===== config.mk =====
export PLATFORM = sky130hd
export DESIGN_NAME = uocr_regs
export DESIGN_NICKNAME = d
export VERILOG_FILES = /design/src/verilog/uocr_pkg.sv /design/src/verilog/uocr_regs.sv
export SDC_FILE = /design/constraint.sdc
export NUM_CORES = 1
export LEC_CHECK = 0
export BUFFER_PORTS_ARGS = -buffer_cell sky130_fd_sc_hd__buf_2
export CELL_PAD_IN_SITES_DETAIL_PLACEMENT = 1
export CELL_PAD_IN_SITES_GLOBAL_PLACEMENT = 1
export CORE_MARGIN = 3
export CORE_UTILIZATION = 40
export CTS_BUF_LIST = sky130_fd_sc_hd__clkbuf_4
export DETAILED_ROUTE_END_ITERATION = 8
export PLACE_DENSITY_LB_ADDON = 0.1
export SLEW_MARGIN = 30
export SYNTH_ARGS = -nofsm -noshare
export SYNTH_HDL_FRONTEND = slang
export SYNTH_SLANG_ARGS = --single-unit

===== constraint.sdc =====
create_clock -name i_clk -period 2.2 [get_ports i_clk]
set_input_delay 0.22 -clock i_clk [delete_from_list [all_inputs] [get_ports i_clk]]
set_output_delay 0.22 -clock i_clk [all_outputs]
set_load 0.01 [all_outputs]

===== src/verilog/uocr_pkg.sv =====
`default_nettype none
package uocr_pkg;
    // Register byte offsets on APB
    localparam logic [11:0] OFS_CFG1   = 12'h000;
    localparam logic [11:0] OFS_CFG2   = 12'h004;
    localparam logic [11:0] OFS_STATUS = 12'h008;
    localparam logic [11:0] OFS_ENABLE = 12'h00c;
    localparam logic [11:0] OFS_LIVE   = 12'h010;
    // Writable masks (unimplemented bits read zero)
    localparam logic [15:0] CFG1_MASK  = 16'h00d3;
    localparam logic [15:0] CFG2_MASK  = 16'h001f;
    localparam logic [15:0] EVT_MASK   = 16'h00fd;
    localparam logic [15:0] RST_VAL    = 16'h0000;
    // Configuration one fields
    localparam int B_EYE    = 7;
    localparam int B_OEMON  = 6;
    localparam int B_SIDL   = 4;
    localparam int B_PP     = 0;
    // Configuration two fields
    localparam int B_PUVB   = 4;
    localparam int B_EXTSER = 3;
    localparam int B_BOOST  = 2;
    localparam int B_VCMP   = 1;
    localparam int B_XCVR   = 0;
    // Event flag positions
    localparam int F_ID     = 7;
    localparam int F_MS     = 6;
    localparam int F_LS     = 5;
    localparam int F_ACT    = 4;
    localparam int F_SESV   = 3;
    localparam int F_BSE    = 2;
    localparam int F_AVV    = 0;
    // Ping-pong modes
    localparam logic [1:0] PP_OFF  = 2'h0;
    localparam logic [1:0] PP_EP0O = 2'h1;
    localparam logic [1:0] PP_ALL  = 2'h2;
    localparam logic [1:0] PP_EP1  = 2'h3;
    // Timing
    localparam int CLK_HZ     = 50000000;
    localparam int MS_TIME_US = 1000;
    localparam int MS_CYCLES  = (CLK_HZ / 1000000) * MS_TIME_US;
    // Live bus inputs
    typedef struct packed {
        logic dp;
        logic dm;
        logic id;
        logic a_sess_end;
        logic b_sess_end;
        logic a_vbus_vld;
    } uocr_bus_s;
endpackage
`default_nettype wire


===== src/verilog/uocr_regs.sv =====
// Design decisions made here: the address map and the APB slave port.
`timescale 1ns/1ps
`default_nettype none
module uocr_regs #(
    parameter int MS_COUNT = uocr_pkg::MS_CYCLES  // Cycles per millisecond
) (
    // Clock and reset
    input  wire logic             i_clk,
    input  wire logic             i_rst,
    // APB slave
    input  wire logic             i_psel,
    input  wire logic             i_penable,
    input  wire logic             i_pwrite,
    input  wire logic [11:0]      i_paddr,
    input  wire logic [31:0]      i_pwdata,
    output logic      [31:0]      o_prdata,
    output logic                  o_pready,
    output logic                  o_pslverr,
    // Bus side inputs
    input  wire uocr_pkg::uocr_bus_s i_bus,
    input  wire logic             i_line_drive,
    input  wire logic             i_cpu_idle,
    // Configuration outputs
    output logic                  o_eye_test_en,
    output logic                  o_drive_oe_n,
    output logic                  o_module_halt,
    output logic      [1:0]       o_pingpong_cfg,
    output logic                  o_vbus_pullup_en,
    output logic                  o_ext_ctrl_serial_sel,
    output logic                  o_ext_ctrl_pins_en,
    output logic                  o_boost_onchip_en,
    output logic                  o_boost_digital_en,
    output logic                  o_vbus_cmp_onchip_en,
    output logic                  o_vbus_digital_en,
    output logic                  o_xcvr_onchip_en,
    output logic                  o_xcvr_digital_en,
    // Interrupt request
    output logic                  o_otg_irq
);
    // Registers
    logic [15:0] cfg1_q;             // Configuration one
    logic [15:0] cfg2_q;             // Configuration two
    logic [15:0] stat_q;             // Sticky event flags
    logic [15:0] ien_q;              // Event enables
    logic [15:0] stat_d;             // Next flags
    logic [15:0] set_w;              // Hardware set pulses
    logic [5:0]  bus_prev_q;         // Previous bus sample
    logic [31:0] ms_cnt_q;           // Millisecond divider
    logic        ms_tick;            // One-cycle millisecond pulse
    logic [1:0]  ls_cur;             // Present line state
    logic [1:0]  ls_cand_q;          // Candidate line state
    logic [1:0]  ls_stable_q;        // Last stable line state
    logic [31:0] ls_cnt_q;           // Steady time counter
    logic        ls_hit;             // Steady for 1 ms and new
    logic        run;                // Module running
    // APB decode
    wire         acc    = i_psel & i_penable;
    wire         wr     = acc & i_pwrite;
    wire         hit_c1 = (i_paddr == uocr_pkg::OFS_CFG1);
    wire         hit_c2 = (i_paddr == uocr_pkg::OFS_CFG2);
    wire         hit_st = (i_paddr == uocr_pkg::OFS_STATUS);
    wire         hit_ie = (i_paddr == uocr_pkg::OFS_ENABLE);
    wire         hit_lv = (i_paddr == uocr_pkg::OFS_LIVE);
    wire         mapped = hit_c1 | hit_c2 | hit_st | hit_ie | hit_lv;
    wire  [15:0] wdat   = i_pwdata[15:0];

    // Zero-wait slave; unmapped addresses answer with an error
    assign o_pready  = 1'b1;
    assign o_pslverr = acc & ~mapped;

    // Module halted in idle when stop-in-idle is set
    assign run = ~(cfg1_q[uocr_pkg::B_SIDL] & i_cpu_idle);
    assign o_module_halt = ~run;

    // Configuration outputs from register bits; on-chip enables and ext pins are the inverted bits
    assign o_eye_test_en         = cfg1_q[uocr_pkg::B_EYE];
    assign o_pingpong_cfg        = cfg1_q[uocr_pkg::B_PP +: 2];
    assign o_vbus_pullup_en      = cfg2_q[uocr_pkg::B_PUVB];
    assign o_ext_ctrl_serial_sel = cfg2_q[uocr_pkg::B_EXTSER];
    assign o_ext_ctrl_pins_en    = ~cfg2_q[uocr_pkg::B_EXTSER];
    assign o_boost_onchip_en     = ~cfg2_q[uocr_pkg::B_BOOST];
    assign o_boost_digital_en    = cfg2_q[uocr_pkg::B_BOOST];
    assign o_vbus_cmp_onchip_en  = ~cfg2_q[uocr_pkg::B_VCMP];
    assign o_vbus_digital_en     = cfg2_q[uocr_pkg::B_VCMP];
    assign o_xcvr_onchip_en      = ~cfg2_q[uocr_pkg::B_XCVR];
    assign o_xcvr_digital_en     = cfg2_q[uocr_pkg::B_XCVR];

    // Drive indicator: low while lines driven, only with monitor and digital path
    assign o_drive_oe_n = ~(cfg1_q[uocr_pkg::B_OEMON] & cfg2_q[uocr_pkg::B_XCVR]
                            & i_line_drive);

    // Line state: both lines low gives SE0, else J is D+ high (full speed)
    assign ls_cur = {~i_bus.dp & ~i_bus.dm, i_bus.dp & ~i_bus.dm};
    assign ls_hit = run & (ls_cnt_q == MS_COUNT - 1) & (ls_cand_q != ls_stable_q);
    assign ms_tick = run & (ms_cnt_q == MS_COUNT - 1);

    // Event pulses; bus inputs are sampled so every edge while running counts once, edges while halted are dropped
    always_comb begin
        set_w = 16'h0000;
        set_w[uocr_pkg::F_ID]   = i_bus.id != bus_prev_q[3];
        set_w[uocr_pkg::F_MS]   = ms_tick;
        set_w[uocr_pkg::F_LS]   = ls_hit;
        set_w[uocr_pkg::F_ACT]  = (i_bus.dp != bus_prev_q[5])
                                | (i_bus.dm != bus_prev_q[4])
                                | (i_bus.a_vbus_vld != bus_prev_q[0]);
        set_w[uocr_pkg::F_SESV] = i_bus.a_sess_end != bus_prev_q[2];
        set_w[uocr_pkg::F_BSE]  = i_bus.b_sess_end != bus_prev_q[1];
        set_w[uocr_pkg::F_AVV]  = i_bus.a_vbus_vld != bus_prev_q[0];
        if (!run) begin
            set_w = 16'h0000;
        end
    end

    // Write-one-to-clear, set wins over clear, flags sticky
    always_comb begin
        stat_d = stat_q;
        if (wr && hit_st) begin
            stat_d = stat_q & ~wdat;
        end
        stat_d = (stat_d | set_w) & uocr_pkg::EVT_MASK;
    end

    // Interrupt request from any enabled flag
    assign o_otg_irq = |(stat_q & ien_q);

    // Register writes
    always_ff @(posedge i_clk) begin
        if (i_rst) begin
            cfg1_q <= uocr_pkg::RST_VAL;
            cfg2_q <= uocr_pkg::RST_VAL;
            ien_q  <= uocr_pkg::RST_VAL;
            stat_q <= uocr_pkg::RST_VAL;
        end else begin
            stat_q <= stat_d;
            if (wr && hit_c1) begin
                cfg1_q <= wdat & uocr_pkg::CFG1_MASK;
            end
            // Disable bits stay put only if software honours the power rule
            if (wr && hit_c2) begin
                cfg2_q <= wdat & uocr_pkg::CFG2_MASK;
            end
            if (wr && hit_ie) begin
                ien_q <= wdat & uocr_pkg::EVT_MASK;
            end
        end
    end

    // Previous bus sample; reset to zero, so any bus input high after reset raises an event
    always_ff @(posedge i_clk) begin
        if (i_rst) begin
            bus_prev_q <= 6'h00;
        end else begin
            bus_prev_q <= {i_bus.dp, i_bus.dm, i_bus.id,
                           i_bus.a_sess_end, i_bus.b_sess_end, i_bus.a_vbus_vld};
        end
    end

    // Free-running millisecond divider, paused when halted
    always_ff @(posedge i_clk) begin
        if (i_rst) begin
            ms_cnt_q <= 32'h0;
        end else if (ms_tick) begin
            ms_cnt_q <= 32'h0;
        end else if (run) begin
            ms_cnt_q <= ms_cnt_q + 32'h1;
        end
    end

    // Line state steady timer; restarts whenever the state moves
    always_ff @(posedge i_clk) begin
        if (i_rst) begin
            ls_cand_q   <= 2'h0;
            ls_stable_q <= 2'h0;
            ls_cnt_q    <= 32'h0;
        end else if (run) begin
            if (ls_cur != ls_cand_q) begin
                ls_cand_q <= ls_cur;
                ls_cnt_q  <= 32'h0;
            end else if (ls_cnt_q != MS_COUNT - 1) begin
                ls_cnt_q <= ls_cnt_q + 32'h1;
            end else begin
                ls_stable_q <= ls_cand_q;
            end
        end
    end

    // Read mux, registered data output
    always_ff @(posedge i_clk) begin
        if (i_rst) begin
            o_prdata <= 32'h0;
        end else if (i_psel && !i_penable && !i_pwrite) begin
            o_prdata <= 32'h0;
            if (hit_c1) o_prdata <= {16'h0000, cfg1_q};
            if (hit_c2) o_prdata <= {16'h0000, cfg2_q};
            if (hit_st) o_prdata <= {16'h0000, stat_q};
            if (hit_ie) o_prdata <= {16'h0000, ien_q};
            if (hit_lv) o_prdata <= {26'h0, ls_stable_q, ls_cur, 1'b0, run};
        end
    end
endmodule
`default_nettype wire


Word-level counts from Yosys, hierarchy flattened. Cells that the tools add are included.

Bits in registers: 130. Input port bits: 57. Output and inout bits: 49. Logic and storage cells: 83.

Add/subtract/negate cells: 2. Equality and inequality tests: 15. Muxes and demuxes: 9. Bitwise logic cells: 32. Reduce and logical (&&, ||, !) cells: 15.

Operator list (number): two-way mux 32 bit (6); adder 32 x 1 -> 32 bit, second input constant (2); equality test 32 x 16 -> 1 bit, second input constant (2); != test 32 x 16 -> 1 bit, second input constant (1); equality test 12 x 4 -> 1 bit, second input constant (2); two-way mux 8 bit (3); AND 8 bit (2); OR reduction 16 bit (1); equality test 12 x 3 -> 1 bit, second input constant (1); equality test 12 x 5 -> 1 bit, second input constant (1); zero test 12 bit (1); AND 1 bit (11); NOT 1 bit (11); NOT 8 bit (1); OR 8 bit (1); logical AND 1 bit (6); != test 1 bit (6); OR 1 bit (6); != test 2 bit (2); AND reduction 2 bit (2); AND reduction 3 bit (1); zero test 1 bit (2); nonzero test 2 bit (1); OR reduction 2 bit (1).

Longest topological paths before layout. Gate-level depths: netlist of the first run.

Word-level depth: 7. Depth in mapped cells: 7. Depth with buffers taken out: 5.

Least setup slack after synthesis of the first run. Ideal clock, no wire load.

Path kind: flip-flop to flip-flop. Start point: reg ms_cnt_q[0]. End point: reg ms_cnt_q[24]. Library setup time: 0.070 ns. Arrival time: 1.907 ns. Data required time: 2.130 ns. Slack: 0.223 ns. Stages on the path, launching flop included: 7. Path buffers: 1. Period minus slack after synthesis: 1.977 ns. Cell sequence: dfxtp_1 ha_1 nand3_1 or4_1 clkbuf_1 or4_1 a21oi_1.

Longest elaborated chain between the ends: 3. Elaborated cells on any way between the ends: 4. Those cells by class: 1 x add/sub; 1 x eq/ne; 1 x bitwise; 1 x reduce/logical.

RTL lines: from (decl) (line uocr_regs.sv:48) `logic [31:0] ms_cnt_q;`; from (signal assigned) (line uocr_regs.sv:165) `ms_cnt_q <= ms_cnt_q + 32'h1;`; branches (longest 3 deep; another with adder 32 x 1 -> 32 bit).

Several ways; the timed one is not identified. A chain may end at the register's enable or synchronous reset.

Worst setup path in the final report of the first run.
Start point: reg ms_cnt_q[0]. End point: reg ms_cnt_q[23].

Same word-level chain as after synthesis.

==> flow_metrics.tcl, run 1 <==
set metrics [dict create \
    overflow 0 \
    holdCritPathClass "in -> reg" \
    syn_avg_cell_area_um2 8.28 \
    critical_path_required_ns 2.66 \
    fin_nets 794 \
    power.static_leakage_nw 2.19 \
    cts_sinks 106 \
    clk_pin_slew_ns 0.16 \
    drv_slew 0 \
    placed_cell_area_um2 6000 \
    port_buffers 56 \
    syn_area_um2 5550 \
    async_flop_share_pct 0 \
    endpoint_kind "flop" \
    grt_pass1_wl_mm 25.5 \
    final_common_cell "dfxtp_1" \
    p_per_area_nw_per_um2 506 \
    finalWirelength_mm 16.1 \
    numCtsBuffers 9 \
    arrival_ns 2.56 \
    grt_max_degree 46 \
    syn_to_final_growth_pct 13.2 \
    num_vias 5343 \
    place_worst_setup_slack_ns 0.0545 \
    fin_ws_ns 0.103 \
    worstSkewPairLatency_ns 0.52 \
    wl_met2_mm 8.21 \
    fin_crit_ns 2.10 \
    cts_tree "built" \
    drt-pass1-iter-count 5 \
    die_y_um 124 \
    finClkSkew_ns 0.0161 \
    mostFrequentLayoutCells "dfxtp_1, a21oi_1, nand2_1" \
    drive_above_1_share_pct 16.2 \
    synth_edf_count 0 \
    drt_iter0_markers 280 \
    synthCells 671 \
    hold_viol_final 0 \
    ctsHtreeMaxLevel 3 \
    dieWidth_um 124 \
    wl_met3_um 471 \
    wl_met1_mm 7.19 \
    grt_pass1_vias 5244 \
    fmax_mhz 477 \
    place_congestion 0.775 \
    ioPinCount 106 \
    cp_max_fo 5 \
    start_util_pct 41.4 \
    core_area_um2 13400 \
    status "complete, no violations" \
    vias_per_cell 5.82 \
    drc 0 \
    clk_path_buf_depth 2 \
    fillers 1653 \
    dp_hpwl_mm 11.2 \
    ant_nets 0 \
    setup_violations 0 \
    worst_setup_path_start_kind "flop" \
    seq_area_frac_synth_pct 38.2 \
    yosysWarnings 0 \
    maxCapViolCount 0 \
    placementRows 42 \
    routedWlPerCell_um 17.5 \
    ir_drop_mv 0.346 \
    synth-seq-cells 106 \
    synth_ff_type "dfxtp_1" \
    cts_root_buffer "clkbuf_4" \
    die_area_um2 15300 \
    critPathKind "reg -> reg" \
    top_layer "met4" \
    fin_crit_sh_pct 95.3 \
    track_usage_pct 20.8 \
    synth_cell_types 52 \
    stdcell_area_um2 6290 \
    antenna_found_initial 1 \
]
==> stage by stage <==
step / power [mW] / util [%] / cells / setup TNS (ns) / hold WS [ns]
detailed placement: 2.28 / 44.7 / 883 / 0 / 0.452
finish: 3.18 / 46.9 / 918 / 0 / 0.0642
CTS: 3.22 / 46.6 / 913 / 0 / 0.0267
global route: 3.34 / 46.9 / 917 / -0.00190 / 0.0525
global placement: 2.27 / 44.7 / 883 / 0 / 0.444
floorplan: 2.20 / - / 694 / 0 / 0.348
==> area by class of cell <==
class	instances	area, um^2	share of cell area (%)
diodes	2	5.00	0.0796
clock buffers	10	75.1	1.19
clock inverters	6	33.8	0.537
inverters	12	45.0	0.716
multi-input cells	506	3130	49.7
flip-flops and latches	106	2120	33.8
well taps	176	220	3.50
repair buffers	100	658	10.5
==> registers in the layout (all words and copies together), names as in the netlist <==
name,count
bus_prev_q,6
cfg1_q,5
cfg2_q,5
ien_q,7
ls_cand_q,2
ls_cnt_q,32
ls_stable_q,2
ms_cnt_q,32
o_prdata,8
stat_q,7
==> final timing paths <==
kind / from / to / slack, ns / cells after the start
max: ms_cnt_q[0]$_SDFFE_PP0P_ / ms_cnt_q[23]$_SDFFE_PP0P_ / 0.10 / 5
min: i_psel / o_prdata[6]$_SDFFE_PP0P_ / 0.06 / 4
max reg2reg: ms_cnt_q[0]$_SDFFE_PP0P_ / ms_cnt_q[23]$_SDFFE_PP0P_ / 0.10 / 5
min reg2reg: o_prdata[6]$_SDFFE_PP0P_ / o_prdata[6]$_SDFFE_PP0P_ / 0.47 / 2
==> cells by family (layout without fill, tap and decap cells) <==
group / count (synthesis) / in the layout / synth area share (%)
AO/OA/AOI/OAI: 166 / 166 / 18.3
XOR/XNOR: 23 / 23 / 3.63
adder cells (fa/ha/maj): 2 / 2 / 0.451
buffers and inverters: 84 / 128 / 7.68
flip-flops: 106 / 106 / 38.2
multiplexers: 22 / 22 / 4.53
other: 2 / 27 / 0.135
AND/OR/NAND/NOR: 266 / 268 / 27.0
==> critical path, stage by stage, from the launching register on <==
cell     delay (ns)
dfxtp_1        0.37
buf_4          0.13
nand4_1        0.23
or4_2          0.78
or3_1          0.38
a21oi_1        0.15
==> per-layer routing <==
| layer | vias up | global-route usage [%] |
|---|---|---|
| li1 | 2601 | - |
| met1 | 2655 | 25.6 |
| met2 | 74 | 37.1 |
| met3 | 13 | 4.59 |
| met4 | 0 | 4.50 |
| met5 | - | 0 |
==> synth_stat cells (17+ instances only) <==
cell type / n / area (um^2)
dfxtp_1: 106 / 2120
a21oi_1: 67 / 335
nand2_1: 63 / 236
clkbuf_1: 37 / 139
o21ai_0: 35 / 175
nand3_1: 33 / 165
buf_4: 27 / 203
nand4_1: 27 / 169
nor4_1: 25 / 156
o31ai_1: 22 / 165
nor2_1: 21 / 78.8
or4_1: 21 / 158
or3_1: 17 / 106
==> power by group <==
group | leakage (nW) | total (mW) | switching [mW] | internal [mW]
sequential | 0.859 | 1.96 | 0.0176 | 1.95
combinational | 1.27 | 0.295 | 0.179 | 0.117
clock | 0.0612 | 0.919 | 0.683 | 0.236
==> what timing repair did <==
action,CTS,global route
setup buffers,0,1
hold endpoints to repair,25,0
hold buffers,14,0
resized for setup,0,5
endpoints found under the setup margin,0,13
Note: power is estimated with default switching activity, not from simulation.
==> run 2, diff against run 1 <==
--- a/config.mk
+++ b/config.mk
@@ -11,8 +11,10 @@
 export CORE_MARGIN = 3
 export CORE_UTILIZATION = 40
 export CTS_BUF_LIST = sky130_fd_sc_hd__clkbuf_4
+export CTS_CLUSTER_DIAMETER = 40
 export DETAILED_ROUTE_END_ITERATION = 8
 export PLACE_DENSITY_LB_ADDON = 0.1
+export RECOVER_POWER = 50
 export SLEW_MARGIN = 30
 export SYNTH_ARGS = -nofsm -noshare
 export SYNTH_HDL_FRONTEND = slang
==> run 2 against run 1 <==
Against the previous run:
- sequential power about the same
- flip-flop and latch count unchanged
- die area unchanged
- design area down 0.70%
- first-iteration DRC count down 2.1%
- clock skew up 0.0026 ns
- clock-buffer cell count unchanged
- maximum frequency up 0.31%
- total power down 0.25%
- sequential share of layout area up 0.24 points
- critical path depth unchanged
- combinational power down 1%
==> flow_metrics.tcl, run 2 (synthesis gave the netlist of run 1 again) <==
set metrics [dict create \
    worstMarginPinSlew_ns 1.18 \
    ioPinCount 106 \
    relSlewSlack_pct 21.0 \
    status "complete, no violations" \
    setup_violations 0 \
    grt_pass1_wl_mm 25.5 \
    placementRows 42 \
    drc 0 \
    finalWirelength_mm 16.0 \
    final-instance-count-excl-fill 918 \
    drive_above_1_share_pct 12.0 \
    use_met3_pct 4.59 \
    final_util_pct 46.6 \
    drt-pass1-iter-count 4 \
    finClkSkew_ns 0.0188 \
    top_usage_layer "met2" \
    arrival_ns 2.54 \
    die_area_um2 15300 \
    place_worst_setup_slack_ns 0.0545 \
    globalRouteMet1Util_pct 25.6 \
    drv_slew 0 \
    cts_root_buffer "clkbuf_4" \
    timing.hold.ws_ns 0.0663 \
    critPathKind "reg -> reg" \
    clk_pin_slew_ns 0.16 \
    grt_max_degree 46 \
    p_per_area_nw_per_um2 508 \
    final_common_cell "dfxtp_1" \
    comb_power_share_pct 9.2 \
    power.static_leakage_nw 2.09 \
    grt_pass1_vias 5244 \
    critical_path_required_ns 2.65 \
    fin_ws_ns 0.110 \
    clk_path_buf_depth 2 \
    clockPowerShare_pct 28.9 \
    sw_frac_of_total_pct 27.6 \
    dp_hpwl_mm 11.2 \
    fin_crit_ns 2.09 \
    worst_setup_path_start_kind "flop" \
    routedWlPerCell_um 17.5 \
    fin_crit_sh_pct 95.0 \
    holdCritPathClass "in -> reg" \
    track_usage_pct 20.8 \
    endpoint_kind "flop" \
    dp_cells 883 \
    cts_tree "built" \
    start_util_pct 41.4 \
    drt_iter0_markers 274 \
    hold_viol_final 0 \
    pwr-share-seq_pct 62.0 \
    vias_per_cell 5.82 \
    ant_nets 0 \
    p_int_mw 2.30 \
    syn_to_final_growth_pct 12.4 \
    reg_top3 "ls_cnt_q x32, ms_cnt_q x32, o_prdata x8" \
    maxCapViolCount 0 \
    antenna_found_initial 1 \
    num_vias 5341 \
    cts_sinks 106 \
    core_area_um2 13400 \
    die_y_um 124 \
    place_congestion 0.775 \
    dieWidth_um 124 \
    ir_drop_mv 0.348 \
    fin_nets 794 \
    fmax_mhz 478 \
    cp_max_fo 5 \
    overflow 0 \
    port_buffers 56 \
    ctsHtreeMaxLevel 3 \
    worstSkewPairLatency_ns 0.51 \
    fillers 1661 \
    p_sw_mw 0.875 \
    mostFrequentLayoutCells "dfxtp_1, a21oi_1, nand2_1" \
    globalRouteMet2Util_pct 37.1 \
    numCtsBuffers 9 \
]
## run 2: path summary, 6_finish.rpt
kind / startpoint / to / slack (ns) / depth (start not counted)
max reg2reg: ms_cnt_q[0]$_SDFFE_PP0P_ / ms_cnt_q[23]$_SDFFE_PP0P_ / 0.11 / 5
min: i_psel / o_prdata[6]$_SDFFE_PP0P_ / 0.07 / 4
min reg2reg: o_prdata[6]$_SDFFE_PP0P_ / o_prdata[6]$_SDFFE_PP0P_ / 0.47 / 2
max: ms_cnt_q[0]$_SDFFE_PP0P_ / ms_cnt_q[23]$_SDFFE_PP0P_ / 0.11 / 5
## run 2: critical path: stages, from the launching register on
cell,delay [ns]
dfxtp_1,0.37
buf_4,0.13
nand4_1,0.23
or4_2,0.78
or3_1,0.38
a21oi_1,0.15
## run 2: area by class of cell
| cell class | count | area, um^2 | share of cell area (%) |
|---|---|---|---|
| Antenna cell | 2 | 5.00 | 0.0802 |
| Clock buffer | 10 | 75.1 | 1.20 |
| Clock inverter | 6 | 33.8 | 0.541 |
| Inverter | 12 | 45.0 | 0.721 |
| Multi-Input combinational cell | 506 | 3130 | 50.1 |
| Sequential cell | 106 | 2120 | 34.0 |
| Tap cell | 176 | 220 | 3.53 |
| Timing Repair Buffer | 100 | 614 | 9.84 |
## run 2: per-layer routing
metal  share of wire [%]  wire [um]  up-vias
li1                    -          -     2602
met1                  45       7140     2652
met2                  51       8190       73
met3                 3.2        511       14
met4                 1.1        172        0
met5                   0          0        -
## run 2: stage by stage
| stage | power (mW) | instance area [um^2] | TNS [ns] |
|---|---|---|---|
| 6_report | 3.17 | 6240 | 0 |
| 5_1_grt | 3.34 | 6240 | -0.00190 |
| 4_1_cts | 3.22 | 6240 | 0 |
| 3_5_place_dp | 2.28 | 6000 | 0 |
| 3_3_place_gp | 2.27 | 6000 | 0 |
| 2_1_floorplan | 2.20 | 5640 | 0 |
## run 2: timing repair
item | 4_1_cts | 5_1_grt
gates resized for setup | 0 | 5
setup endpoints to repair | 0 | 13
endpoints found under the hold margin | 25 | 0
setup buffers | 0 | 1
hold buffers | 14 | 0
## run 2: power by group through the flow
stage / clock network [mW] / logic [mW] / registers, mW
final: 0.916 / 0.291 / 1.96
after CTS: 0.963 / 0.295 / 1.97
after global routing: 1.04 / 0.326 / 1.97
after floorplan: 0 / 0.195 / 2.00
after global placement: 0 / 0.267 / 2.00
after detailed placement: 0 / 0.275 / 2.01
